## config.mk

```make
export PLATFORM = sky130hd
export DESIGN_NAME = wel_top
export DESIGN_NICKNAME = d
export VERILOG_FILES = /design/src/pkg/wel_pkg.sv /design/src/rtl/wel_top.sv
export SDC_FILE = /design/constraint.sdc
export NUM_CORES = 1
export LEC_CHECK = 0
export BUFFER_PORTS_ARGS = -buffer_cell sky130_fd_sc_hd__buf_2
export CAP_MARGIN = 20
export CELL_PAD_IN_SITES_DETAIL_PLACEMENT = 2
export CELL_PAD_IN_SITES_GLOBAL_PLACEMENT = 2
export CORE_MARGIN = 10
export CORE_UTILIZATION = 29
export DETAILED_ROUTE_END_ITERATION = 16
export PLACE_DENSITY = 0.76
export SYNTH_ARGS = -nofsm -noshare
export SYNTH_HDL_FRONTEND = slang
export SYNTH_SLANG_ARGS = --single-unit
```

## constraint.sdc

```tcl
create_clock -name REF_CLK_I -period 2.9 [get_ports REF_CLK_I]
set_input_delay 0.145 -clock REF_CLK_I [delete_from_list [all_inputs] [get_ports REF_CLK_I]]
set_output_delay 0.145 -clock REF_CLK_I [all_outputs]
set_load 0.005 [all_outputs]
```

## src/pkg/wel_pkg.sv

```systemverilog
// Constants shared by the wake event and line enable logic.
// Assumes a 10 MHz reference clock and a 32-bit classic Wishbone master.
// How it works
// - Pin mode: wake detect output asserts on every valid line wake-up.
// - Bus mode, pulse mask 1: wake pulses request pin low if no flags.
// - Bus mode, pulse mask 0: wake sets flag; request held until flags read.
// - Bus mode: request pin low while any event flag set or on wake.
// - Pin mode: request pin low while thermal or overcurrent fault exists.
// - Request pin is open-drain, active low, never driven high.
// - Bus mode: driver off at start; on only with enable bit and transmit pin.
// - Pin mode: host raises transmit pin; driver follows that pin while enable pin high.
// - Bus mode: aux input on at power-up; off when the off bit set.
// - Pin mode: aux input always enabled, nothing can turn it off.
// - Enable pin low: driver off; bus mode registers held at reset.
// - Aux logic output shows the inverse of the sensed aux level.
`default_nettype none
package wel_pkg;
  // Bus decode: byte addresses
  localparam logic [3:0] WEL_CTRL_ADDR = 4'h0;
  localparam logic [3:0] WEL_FLAGS_ADDR = 4'h4;
  localparam logic [3:0] WEL_MASK_ADDR = 4'h8;
  localparam logic [3:0] WEL_STATUS_ADDR = 4'hC;
  // Control register fields
  localparam int WEL_CTRL_DRV_EN_BIT = 0;
  localparam int WEL_CTRL_AUX_OFF_BIT = 1;
  localparam logic [1:0] WEL_CTRL_RESET = 2'h0;
  // Flag and mask layout
  localparam int WEL_FLAG_WAKE_BIT = 0;
  localparam int WEL_FLAG_THERM_BIT = 1;
  localparam int WEL_FLAG_OVERCUR_BIT = 2;
  localparam int WEL_MASK_PULSE_BIT = 3;
  localparam logic [2:0] WEL_FLAGS_RESET = 3'h0;
  localparam logic [3:0] WEL_MASK_RESET = 4'h0;
  // Synchronised pin positions
  localparam int WEL_SYNC_W = 7;
  localparam int WEL_PIN_MODE = 0;
  localparam int WEL_PIN_EN_GOOD = 1;
  localparam int WEL_PIN_TX_EN = 2;
  localparam int WEL_PIN_AUX = 3;
  localparam int WEL_PIN_WAKE = 4;
  localparam int WEL_PIN_THERM = 5;
  localparam int WEL_PIN_OVERCUR = 6;
  localparam logic [6:0] WEL_SYNC_RESET = 7'h00;
  // Timing
  localparam int WEL_CLK_PERIOD_NS = 100;
  localparam int WEL_WAKE_PULSE_LOW_TIME_NS = 100000;
  localparam logic [9:0] WEL_WAKE_PULSE_CYC =
    10'((WEL_WAKE_PULSE_LOW_TIME_NS + WEL_CLK_PERIOD_NS - 1) / WEL_CLK_PERIOD_NS);
  localparam logic [9:0] WEL_TIMER_RESET = 10'h000;
  localparam logic [31:0] WEL_DATA_ZERO = 32'h0000_0000;
endpackage : wel_pkg
`default_nettype wire

```

## src/rtl/wel_top.sv

```systemverilog
// Wake event signalling and line enable control with a Wishbone register file.
// Assumes pins arrive asynchronously and a classic Wishbone master on REF_CLK_I.
//
// Design decisions made here: the Wishbone slave port and the register addresses.
`timescale 1ns/100ps
`default_nettype none
module wel_top
  import wel_pkg::*;
(
  input wire logic REF_CLK_I,
  input wire logic RST_I,
  input wire logic CYC_I,
  input wire logic STB_I,
  input wire logic WE_I,
  input wire logic [3:0] ADR_I,
  input wire logic [3:0] SEL_I,
  input wire logic [31:0] DAT_I,
  output logic [31:0] DAT_O,
  output logic ACK_O,
  input wire logic BUS_MODE_I,
  input wire logic ENABLE_GOOD_I,
  input wire logic LINE_TX_EN_I,
  input wire logic AUX_LEVEL_I,
  input wire logic WAKE_SEEN_I,
  input wire logic THERMAL_FAULT_I,
  input wire logic OVERCURRENT_FAULT_I,
  output logic WAKE_REQ_N_O,
  output logic WAKE_REQ_OE_O,
  output logic WAKE_DETECT_O,
  output logic WAKE_DETECT_OE_O,
  output logic LINE_DRIVER_EN_O,
  output logic AUX_RX_EN_O,
  output logic AUX_LOGIC_O,
  output logic AUX_LOGIC_OE_O,
  output logic IRQ_O
);

  ////////////////////////////////////////////////////////////////////////////
  // Pin synchronisers

  logic [WEL_SYNC_W-1:0] pins_raw;
  logic [WEL_SYNC_W-1:0] sync1_q;
  logic [WEL_SYNC_W-1:0] sync2_q;
  logic wake_prev_q;
  logic wake_prev_d;

  assign pins_raw = {OVERCURRENT_FAULT_I, THERMAL_FAULT_I, WAKE_SEEN_I,
                     AUX_LEVEL_I, LINE_TX_EN_I, ENABLE_GOOD_I, BUS_MODE_I};

  genvar g;
  generate
    for (g = 0; g < WEL_SYNC_W; g++) begin : g_sync
      always_ff @(posedge REF_CLK_I or posedge RST_I) begin
        if (RST_I) begin
          sync1_q[g] <= WEL_SYNC_RESET[g];
          sync2_q[g] <= WEL_SYNC_RESET[g];
        end else begin
          sync1_q[g] <= pins_raw[g];
          sync2_q[g] <= sync1_q[g];
        end
      end
    end
  endgenerate

  logic bus_mode;
  logic en_good;
  logic tx_en;
  logic aux_level;
  logic therm;
  logic overcur;
  logic wake_evt;

  assign bus_mode = sync2_q[WEL_PIN_MODE];
  assign en_good = sync2_q[WEL_PIN_EN_GOOD];
  assign tx_en = sync2_q[WEL_PIN_TX_EN];
  assign aux_level = sync2_q[WEL_PIN_AUX];
  assign therm = sync2_q[WEL_PIN_THERM];
  assign overcur = sync2_q[WEL_PIN_OVERCUR];
  assign wake_evt = sync2_q[WEL_PIN_WAKE] & ~wake_prev_q;

  ////////////////////////////////////////////////////////////////////////////
  // Wishbone slave

  logic ack_q;
  logic ack_d;
  logic [31:0] dat_q;
  logic [31:0] dat_d;
  logic bus_req;
  logic wr_take;
  logic rd_take;
  logic [1:0] ctrl_q;
  logic [1:0] ctrl_d;
  logic [2:0] flags_q;
  logic [2:0] flags_d;
  logic [3:0] mask_q;
  logic [3:0] mask_d;
  logic [9:0] timer_q;
  logic [9:0] timer_d;
  logic pulse_on;
  logic [31:0] status_word;

  assign bus_req = CYC_I & STB_I & ~ack_q;
  assign wr_take = bus_req & WE_I & SEL_I[0];
  assign rd_take = bus_req & ~WE_I;
  assign pulse_on = (timer_q != WEL_TIMER_RESET);

  assign status_word = {22'h000000, pulse_on, LINE_DRIVER_EN_O, aux_level,
                        overcur, therm, sync2_q[WEL_PIN_WAKE], tx_en,
                        en_good, bus_mode, 1'h0};

  always_comb begin
    ack_d = bus_req;
    dat_d = WEL_DATA_ZERO;
    if (rd_take) begin
      unique case (ADR_I)
        WEL_CTRL_ADDR: dat_d = {30'h00000000, ctrl_q};
        WEL_FLAGS_ADDR: dat_d = {29'h00000000, flags_q};
        WEL_MASK_ADDR: dat_d = {28'h0000000, mask_q};
        WEL_STATUS_ADDR: dat_d = status_word;
        default: dat_d = WEL_DATA_ZERO;
      endcase
    end
  end

  always_ff @(posedge REF_CLK_I or posedge RST_I) begin
    if (RST_I) begin
      ack_q <= 1'b0;
      dat_q <= WEL_DATA_ZERO;
    end else begin
      ack_q <= ack_d;
      dat_q <= dat_d;
    end
  end

  ////////////////////////////////////////////////////////////////////////////
  // Registers and event flags

  logic flags_rd;
  logic [2:0] flag_set;
  logic wake_to_pulse;

  assign flags_rd = rd_take & (ADR_I == WEL_FLAGS_ADDR);
  assign wake_to_pulse = bus_mode & wake_evt & mask_q[WEL_MASK_PULSE_BIT]
                         & (flags_q == WEL_FLAGS_RESET);

  always_comb begin
    ctrl_d = ctrl_q;
    mask_d = mask_q;
    flags_d = flags_q;
    flag_set = 3'h0;
    timer_d = timer_q;
    wake_prev_d = sync2_q[WEL_PIN_WAKE];
    if (wr_take && ADR_I == WEL_CTRL_ADDR) begin
      ctrl_d = DAT_I[1:0];
    end
    if (wr_take && ADR_I == WEL_MASK_ADDR) begin
      mask_d = DAT_I[3:0];
    end
    if (bus_mode) begin
      flag_set[WEL_FLAG_WAKE_BIT] = wake_evt & ~mask_q[WEL_MASK_PULSE_BIT];
      flag_set[WEL_FLAG_THERM_BIT] = therm;
      flag_set[WEL_FLAG_OVERCUR_BIT] = overcur;
    end
    // Set wins over the read clear
    if (flags_rd) begin
      flags_d = WEL_FLAGS_RESET;
    end
    flags_d = flags_d | flag_set;
    // Wake pulse timer, used by both modes
    if (wake_to_pulse || (!bus_mode && wake_evt)) begin
      timer_d = WEL_WAKE_PULSE_CYC;
    end else if (pulse_on) begin
      timer_d = timer_q - 10'h001;
    end
    if (!en_good) begin
      ctrl_d = WEL_CTRL_RESET;
      mask_d = WEL_MASK_RESET;
      flags_d = WEL_FLAGS_RESET;
      timer_d = WEL_TIMER_RESET;
    end
  end

  always_ff @(posedge REF_CLK_I or posedge RST_I) begin
    if (RST_I) begin
      ctrl_q <= WEL_CTRL_RESET;
      mask_q <= WEL_MASK_RESET;
      flags_q <= WEL_FLAGS_RESET;
      timer_q <= WEL_TIMER_RESET;
      wake_prev_q <= 1'b0;
    end else begin
      ctrl_q <= ctrl_d;
      mask_q <= mask_d;
      flags_q <= flags_d;
      timer_q <= timer_d;
      wake_prev_q <= wake_prev_d;
    end
  end

  ////////////////////////////////////////////////////////////////////////////
  // Pin outputs

  logic req_oe_d;
  logic req_oe_q;
  logic det_d;
  logic det_q;
  logic drv_d;
  logic drv_q;
  logic aux_en_d;
  logic aux_en_q;
  logic aux_out_q;
  logic irq_d;
  logic irq_q;
  logic pulse_next;

  assign pulse_next = (timer_d != WEL_TIMER_RESET);

  always_comb begin
    if (bus_mode) begin
      req_oe_d = (flags_d != WEL_FLAGS_RESET) | pulse_next;
      det_d = 1'b0;
      drv_d = ctrl_d[WEL_CTRL_DRV_EN_BIT] & tx_en;
      aux_en_d = ~ctrl_d[WEL_CTRL_AUX_OFF_BIT];
    end else begin
      req_oe_d = therm | overcur;
      det_d = pulse_next;
      drv_d = tx_en;
      aux_en_d = 1'b1;
    end
    if (!en_good) begin
      drv_d = 1'b0;
    end
    irq_d = |(flags_d & mask_d[2:0]);
  end

  always_ff @(posedge REF_CLK_I or posedge RST_I) begin
    if (RST_I) begin
      req_oe_q <= 1'b0;
      det_q <= 1'b0;
      drv_q <= 1'b0;
      aux_en_q <= 1'b1;
      aux_out_q <= 1'b0;
      irq_q <= 1'b0;
    end else begin
      req_oe_q <= req_oe_d;
      det_q <= det_d;
      drv_q <= drv_d;
      aux_en_q <= aux_en_d;
      aux_out_q <= ~aux_level;
      irq_q <= irq_d;
    end
  end

  // Open-drain request: level is held low, only the enable moves
  logic req_level_q;

  always_ff @(posedge REF_CLK_I or posedge RST_I) begin
    if (RST_I) begin
      req_level_q <= 1'b0;
    end else begin
      req_level_q <= 1'b0;
    end
  end

  logic det_oe_q;

  always_ff @(posedge REF_CLK_I or posedge RST_I) begin
    if (RST_I) begin
      det_oe_q <= 1'b0;
    end else begin
      det_oe_q <= ~bus_mode;
    end
  end

  assign WAKE_REQ_N_O = req_level_q;
  assign WAKE_REQ_OE_O = req_oe_q;
  assign WAKE_DETECT_O = det_q;
  assign WAKE_DETECT_OE_O = det_oe_q;
  assign LINE_DRIVER_EN_O = drv_q;
  assign AUX_RX_EN_O = aux_en_q;
  assign AUX_LOGIC_O = aux_out_q;
  assign AUX_LOGIC_OE_O = aux_en_q;
  assign IRQ_O = irq_q;
  assign ACK_O = ack_q;
  assign DAT_O = dat_q;

  ////////////////////////////////////////////////////////////////////////////
  // Checks

  chk_pin_wake_detect: assert property (
    @(posedge REF_CLK_I) disable iff (RST_I)
    (!bus_mode && en_good && wake_evt) |=> det_d ##1 WAKE_DETECT_O)
    else $error("wake detect missing in pin mode");

  chk_wake_pulse_len: assert property (
    @(posedge REF_CLK_I) disable iff (RST_I)
    (wake_to_pulse && en_good) |=> (timer_q == WEL_WAKE_PULSE_CYC))
    else $error("wake pulse timer not loaded");

  chk_wake_flag_set: assert property (
    @(posedge REF_CLK_I) disable iff (RST_I)
    (bus_mode && en_good && wake_evt && !mask_q[WEL_MASK_PULSE_BIT])
    |=> flags_q[WEL_FLAG_WAKE_BIT])
    else $error("wake flag not set");

  chk_req_on_flags: assert property (
    @(posedge REF_CLK_I) disable iff (RST_I)
    ($past(bus_mode) && flags_q != WEL_FLAGS_RESET) |-> WAKE_REQ_OE_O)
    else $error("request pin released while flags set");

  chk_req_on_fault: assert property (
    @(posedge REF_CLK_I) disable iff (RST_I)
    (!bus_mode && (therm || overcur)) |=> WAKE_REQ_OE_O)
    else $error("fault not shown on request pin");

  chk_req_never_high: assert property (
    @(posedge REF_CLK_I) disable iff (RST_I)
    !WAKE_REQ_N_O)
    else $error("request pin driven high");

  chk_drv_gate: assert property (
    @(posedge REF_CLK_I) disable iff (RST_I)
    (bus_mode && !ctrl_q[WEL_CTRL_DRV_EN_BIT] && !ctrl_d[WEL_CTRL_DRV_EN_BIT])
    |=> !LINE_DRIVER_EN_O)
    else $error("driver on without enable bit");

  chk_drv_pin_mode: assert property (
    @(posedge REF_CLK_I) disable iff (RST_I)
    (!bus_mode && en_good) |=> (LINE_DRIVER_EN_O == $past(tx_en)))
    else $error("driver not following transmit pin");

  chk_aux_off: assert property (
    @(posedge REF_CLK_I) disable iff (RST_I)
    (bus_mode && ctrl_d[WEL_CTRL_AUX_OFF_BIT]) |=> !AUX_RX_EN_O)
    else $error("aux input not turned off");

  chk_aux_pin_mode: assert property (
    @(posedge REF_CLK_I) disable iff (RST_I)
    !bus_mode |=> AUX_RX_EN_O)
    else $error("aux input off in pin mode");

  chk_disable_hold: assert property (
    @(posedge REF_CLK_I) disable iff (RST_I)
    !en_good |=> (!LINE_DRIVER_EN_O && flags_q == WEL_FLAGS_RESET
                  && ctrl_q == WEL_CTRL_RESET))
    else $error("state not held while disabled");

  chk_aux_invert: assert property (
    @(posedge REF_CLK_I) disable iff (RST_I)
    !RST_I |=> (AUX_LOGIC_O == !$past(aux_level)))
    else $error("aux logic not inverted");

  chk_read_clears: assert property (
    @(posedge REF_CLK_I) disable iff (RST_I)
    (flags_rd && en_good) |=> (flags_q == $past(flag_set)))
    else $error("flag read did not clear");

endmodule : wel_top
`default_nettype wire

```

[Word-level counts from Yosys, hierarchy flattened]
Index checks and enable logic that the tools add are counted.
Storage, ports and cells
  flip-flop bits (word level): 74
  logic and storage cells: 85
  output and inout bits: 42
Operators by class
  add/sub/neg operators: 1
  mux-type cells: 17
  bitwise gates (word level): 23
  equality and inequality tests: 4
  reduce and logical (&&, ||, !) cells: 11
Operators by type and width (count)
  2-to-1 mux 10 bit: 4
  case mux 10 bit (4 select lines): 1
  nonzero test 10 bit: 2
  bitwise AND 1 bit: 12
  subtractor 10 x 1 -> 10 bit (second input constant): 1
  2-to-1 mux 3 bit: 3
  equality test 4 bit (second input constant): 2
  2-to-1 mux 4 bit: 2
  inverter 1 bit: 7
  2-to-1 mux 1 bit: 5
  equality test 4 x 3 -> 1 bit (second input constant): 1
  logical NOT 4 bit: 1
  2-to-1 mux 2 bit: 2
  bitwise AND 3 bit: 1
  logical AND 1 bit: 3
  logical NOT 3 bit: 1
  bitwise OR 3 bit: 1
  nonzero test 3 bit: 1
  OR reduction 3 bit: 1
  != test 2 x 1 -> 1 bit (second input constant): 1
  bitwise OR 1 bit: 2
  logical NOT 1 bit: 1
  logical OR 1 bit: 1

[Depth between registers and ports, before layout]
  depth in word-level cells: 11
  depth in mapped cells: 8
  gate-level depth less buffers: 7

[Least setup slack after synthesis]
No wires, ideal clock.
  kind: register to register
  start: register timer_q[4]
  end: register det_q (netlist: WAKE_DETECT_O)
  library setup time: 0.136 ns
  stages on the path, launching flop included: 7
  data required time: 2.764 ns
  buffers on the path: 1
  setup slack: 0.735 ns
  period minus slack after synthesis: 2.165 ns
  arrival time: 2.029 ns
  cells stage by stage: dfrtp_1 -> buf_6 -> or4_4 -> or3_1 -> a221o_1 -> o41ai_2 -> a31oi_1
On the way
  cells in the longest elaborated chain, start to end: 6
  elaborated cells on any way between the ends: 7
Ends and longest elaborated chain
  start: declaration: line wel_top.sv:97  | logic [9:0] timer_q;
  start signal: assignment: line wel_top.sv:194  | timer_q <= timer_d;
  subtractor 10 x 1 -> 10 bit or nonzero test 10 bit (tied branches): line wel_top.sv:173, wel_top.sv:105
  2-to-1 mux 10 bit (*): line wel_top.sv:172  | end else if (pulse_on) begin
  2-to-1 mux 10 bit (*): line wel_top.sv:170  | if (wake_to_pulse || (!bus_mode && wake_evt)) begin
  2-to-1 mux 10 bit (*): line wel_top.sv:175  | if (!en_good) begin
  nonzero test 10 bit (*): line wel_top.sv:215  | assign pulse_next = (timer_d != WEL_TIMER_RESET);
  2-to-1 mux 1 bit (*): line wel_top.sv:218  | if (bus_mode) begin
  named net det_d: line wel_top.sv:204  | logic det_d;
  end signal: assignment: line wel_top.sv:245  | det_q <= det_d;
  end: declaration: line wel_top.sv:205  | logic det_q;
The timed path passes the listed nets; every way through them passes the cells marked *.
A chain may end at the register's enable or synchronous reset.

[Final worst setup path]
  start: register timer_q[1]
  end: register req_oe_q (netlist: WAKE_REQ_OE_O)
On the way
  cells in the longest elaborated chain, start to end: 7
  elaborated cells on any way between the ends: 8
Ends and longest elaborated chain
  subtractor 10 x 1 -> 10 bit or nonzero test 10 bit (tied branches): line wel_top.sv:173, wel_top.sv:105
  2-to-1 mux 10 bit (*): line wel_top.sv:172
  2-to-1 mux 10 bit (*): line wel_top.sv:170
  2-to-1 mux 10 bit (*): line wel_top.sv:175
  nonzero test 10 bit (*): line wel_top.sv:215
  bitwise OR 1 bit (*): line wel_top.sv:219  | req_oe_d = (flags_d != WEL_FLAGS_RESET) | pulse_next;
  2-to-1 mux 1 bit (*): line wel_top.sv:218
  named net req_oe_d: line wel_top.sv:202  | logic req_oe_d;
  end signal: assignment: line wel_top.sv:244  | req_oe_q <= req_oe_d;
  end: declaration: line wel_top.sv:203  | logic req_oe_q;
Marks and branches as above.

==> summary.txt <==
STA
------------------------------------------------------------------------------
Min Hold Slack                                                     -0.02449 ns
Final slew viol count                                                        0
Pin slew with the least headroom to its limit                        0.8085 ns
Final setup fails                                                            0
Final period util                                                       85.19%
Maximum frequency from static timing analysis                        404.8 MHz
Min Tclk post-route                                                   2.470 ns
RSZ-0062 raised after global routing                                        no
Clock tree skew after final layout                                  0.01328 ns
Final count of hold timing violations                                       35
Worst slew margin relative to its limit                                 46.02%
Post-Route Setup TNS                                                      0 ns

FINISH
------------------------------------------------------------------------------
Area growth from synthesis to layout                                    16.98%
Ratio of cells with drive above 1 in the final layout                   24.62%
Diodes inserted                                                              0
Fill cell instance count of the final layout                               883
Net count reported at finish                                               316
Layout Utilization                                                      35.25%

POWER
------------------------------------------------------------------------------
Pwr/cell area                                                     741.5 nW/um2
Cell leakage power                                                    1.347 nW
Largest voltage drop on the vdd net                                0.0003238 V

DRT
------------------------------------------------------------------------------
Max layer used                                                            met4
Antenna-violating nets left                                                  0
Wire length on met2                                                   3.510 mm
DR vias                                                                   1759
Met3 layer wire length in the routed design                             334 um
DRC Markers                                                                  0
Routed wire per std cell                                              17.85 um
Detailed-route wire length on metal 1                                 2.596 mm
Iteration-0 DRC Markers                                                     31
Via/cell ratio                                                           4.806
Total Wirelength                                                      6.534 mm
Number of detailed-route iterations in the first pass                        4

CRITICAL PATH
------------------------------------------------------------------------------
Family with the most delay on the worst path                      simple AND/OR/NAND/NOR gates
Timing startpoint of the critical path                              timer_q[1]
CP max-delay cell                                                 sky130_fd_sc_hd__or4_1
Worst reg2reg path startpoint                                       timer_q[1]
Crit end category                                                         flop
Kind of start point of the critical path                                  flop
Cell breakdown of the critical path                               or4_1 > or3_1 > a221o_1 > o41ai_2 > a31oi_1
Critical path start-end classification                            flop to flop
Crit path required time                                                3.08 ns
Maximum net fanout on the critical path                                      5
Destination of the worst register-to-register timing path         WAKE_REQ_OE_O
Critical path arrival                                                  2.65 ns
Setup slack, reg-to-reg                                                0.43 ns
Count of cells along the worst register-to-register path                     5
Number of buffers and inverters on the critical path                         0
Largest stage delay on the critical path                               0.65 ns

CLOCK NETWORK
------------------------------------------------------------------------------
Clock-pin slew on the worst setup and hold paths                       0.11 ns
Clock Tree Root                                                   sky130_fd_sc_hd__clkbuf_8
Clock buffer depth                                                           2
CTS tree                                                                   yes
Number of buffers inserted by post-CTS setup repair                          0
Clock H-tree levels                                                          2
Cts bufs inserted                                                            5
Clk_lat worst skew                                                     0.32 ns
Clock sink count                                                            52
Hold buffer count at cts                                                     7
Resize count post-CTS                                                        0

SYNTHESIS
------------------------------------------------------------------------------
Instance count of the mapped netlist                                       213
Register area share after synthesis                                     55.08%
Syn avg cell area                                                    11.10 um2
Dominant cells by area after synthesis                            sky130_fd_sc_hd__dfrtp_1 54%, sky130_fd_sc_hd__buf_4 7.6%, sky130_fd_sc_hd__and2_1 3.4%, sky130_fd_sc_hd__nor2_1 2.7%, sky130_fd_sc_hd__mux2i_1 2.5%
Warning count from the yosys run                                             0
Area of the mapped netlist                                            2365 um2
Primary FF master, synth                                          sky130_fd_sc_hd__dfrtp_1
Synth area leader                                                 sky130_fd_sc_hd__dfrtp_1
Number of unique standard cell types used by synthesis                      53
Number of enable-type register cells in the synthesized netlist              0
Share of the synthesized area in the top cell type                      53.97%
Ys async rst share                                                      100.0%
Post-synthesis sequential element count                                     52
Leading cell type by number of instances after synthesis          sky130_fd_sc_hd__dfrtp_1
Synth cell count leaders                                          51 x sky130_fd_sc_hd__dfrtp_1, 24 x sky130_fd_sc_hd__buf_4, 17 x sky130_fd_sc_hd__nor2_1

DIE
------------------------------------------------------------------------------
Number of cell rows                                                         32
Core area                                                             7848 um2
Number of top-level pins                                                    94
Die Outline Area                                                     12170 um2
Vertical extent of the die                                            110.3 um
Die outline width                                                     110.3 um
Starting density of the core                                            30.13%

GLOBAL ROUTE
------------------------------------------------------------------------------
Overall global routing resource usage                                   11.14%
Initial antenna violation count                                              0
Wire length of the first global-routing pass                          10.61 mm
Pin count of the biggest net entering global routing                        39
Number of global-route vias before repair                                 2015
Total overflow reported by the global router                                 0

PLACE
------------------------------------------------------------------------------
HPWL Detailed                                                         4.981 mm
Number of buffers added on ports                                            39
Routability congestion estimate from global placement                   0.8305

OUTCOME
------------------------------------------------------------------------------
Violated checks                                                    hold timing
Status                                                            finished with violations

MIN PATH
------------------------------------------------------------------------------
Type of the most critical hold path                               primary input to async pin

FLOW RUN
------------------------------------------------------------------------------
Max-cap violation count                                                      0

[power breakdown]
part / leakage, nW / switching (mW) / total [mW] / internal (mW)
clock network: 0.0485 / 0.263 / 0.436 / 0.174
registers: 0.666 / 0.105 / 0.909 / 0.804
logic: 0.633 / 0.396 / 0.706 / 0.310
[cells by family after synthesis]
| logic type | Yosys count | synth area share [%] |
|---|---|---|
| adders and majority gates | 1 | 0.5290 |
| xor gates and xnor gates | 3 | 1.111 |
| and+or+nand+nor | 70 | 16.61 |
| AOI/OAI and AO/OA | 39 | 12.22 |
| DFF | 52 | 55.08 |
| buffers and inverters | 39 | 10.32 |
| muxes | 8 | 3.968 |
| other | 1 | 0.1586 |
[metal layers]
metal | GRT usage [%] | vias to the layer above
met4 | 3.486 | 0
met1 | 12.25 | 908
met3 | 2.612 | 11
met2 | 20.62 | 41
met5 | 0 | -
li1 | - | 799
[placed cells by master, fill, tap and decap left out, types with 2 or more instances in the layout]
| master | n |
|---|---|
| sky130_fd_sc_hd__o21a_1 | 2 |
| sky130_fd_sc_hd__and3b_1 | 2 |
| sky130_fd_sc_hd__conb_1 | 23 |
| sky130_fd_sc_hd__or3_1 | 2 |
| sky130_fd_sc_hd__buf_2 | 39 |
| sky130_fd_sc_hd__or3b_2 | 2 |
| sky130_fd_sc_hd__nand2_1 | 9 |
| sky130_fd_sc_hd__a22o_1 | 3 |
| sky130_fd_sc_hd__a221o_1 | 2 |
| sky130_fd_sc_hd__nor2_1 | 17 |
| sky130_fd_sc_hd__o21ai_0 | 6 |
| sky130_fd_sc_hd__a211oi_1 | 5 |
| sky130_fd_sc_hd__and2_1 | 13 |
| sky130_fd_sc_hd__a31oi_1 | 3 |
| sky130_fd_sc_hd__mux2i_1 | 6 |
| sky130_fd_sc_hd__o31a_1 | 2 |
| sky130_fd_sc_hd__nor3_1 | 7 |
| sky130_fd_sc_hd__nand4b_1 | 2 |
| sky130_fd_sc_hd__dlygate4sd3_1 | 7 |
| sky130_fd_sc_hd__nand3_1 | 2 |
| sky130_fd_sc_hd__xnor2_1 | 2 |
| sky130_fd_sc_hd__nor4_1 | 2 |
| sky130_fd_sc_hd__a21oi_1 | 5 |
| sky130_fd_sc_hd__dfrtp_1 | 51 |
| sky130_fd_sc_hd__buf_4 | 7 |
| sky130_fd_sc_hd__nor3b_1 | 3 |
| sky130_fd_sc_hd__clkbuf_8 | 5 |
| sky130_fd_sc_hd__inv_1 | 5 |
[through the flow]
step                      power, mW  worst slack [ns]  instances  area, um2
after floorplan               1.419            0.7348        235       2447
after detailed placement      1.615            0.4321        351       2605
after CTS                     2.078            0.4101        366       2766
after global routing          2.202            0.2595        366       2766
after global placement        1.578            0.5384        351       2605
final                         2.051            0.4295        366       2766
[registers in the layout, summed over array words and instances, names as in the netlist, 2 cells and up]
signal   cells
mask_q       4
ctrl_q       2
sync1_q      7
flags_q      3
DAT_O       10
timer_q     10
[worst max path at each step]
| stage | to | cells after the start |
|---|---|---|
| 4_1_cts | WAKE_REQ_OE_O | 5 |
| 6_report | WAKE_REQ_OE_O | 5 |
| 3_3_place_gp | WAKE_REQ_OE_O | 5 |
| 3_5_place_dp | WAKE_REQ_OE_O | 5 |
| 5_1_grt | WAKE_REQ_OE_O | 5 |
| 2_1_floorplan | WAKE_DETECT_O | 6 |
[final cells by class]
class	instances	area, um2	area share, %
Tap cell	102	127.6	4.613
Clock buffer	5	68.82	2.488
Inverter	7	26.28	0.9498
Clock inverter	3	22.52	0.8141
Multi-Input combinational cell	144	900.9	32.56
Timing Repair Buffer	53	317.8	11.49
Sequential cell	52	1303	47.08
Power figures use the tool's default switching activity.
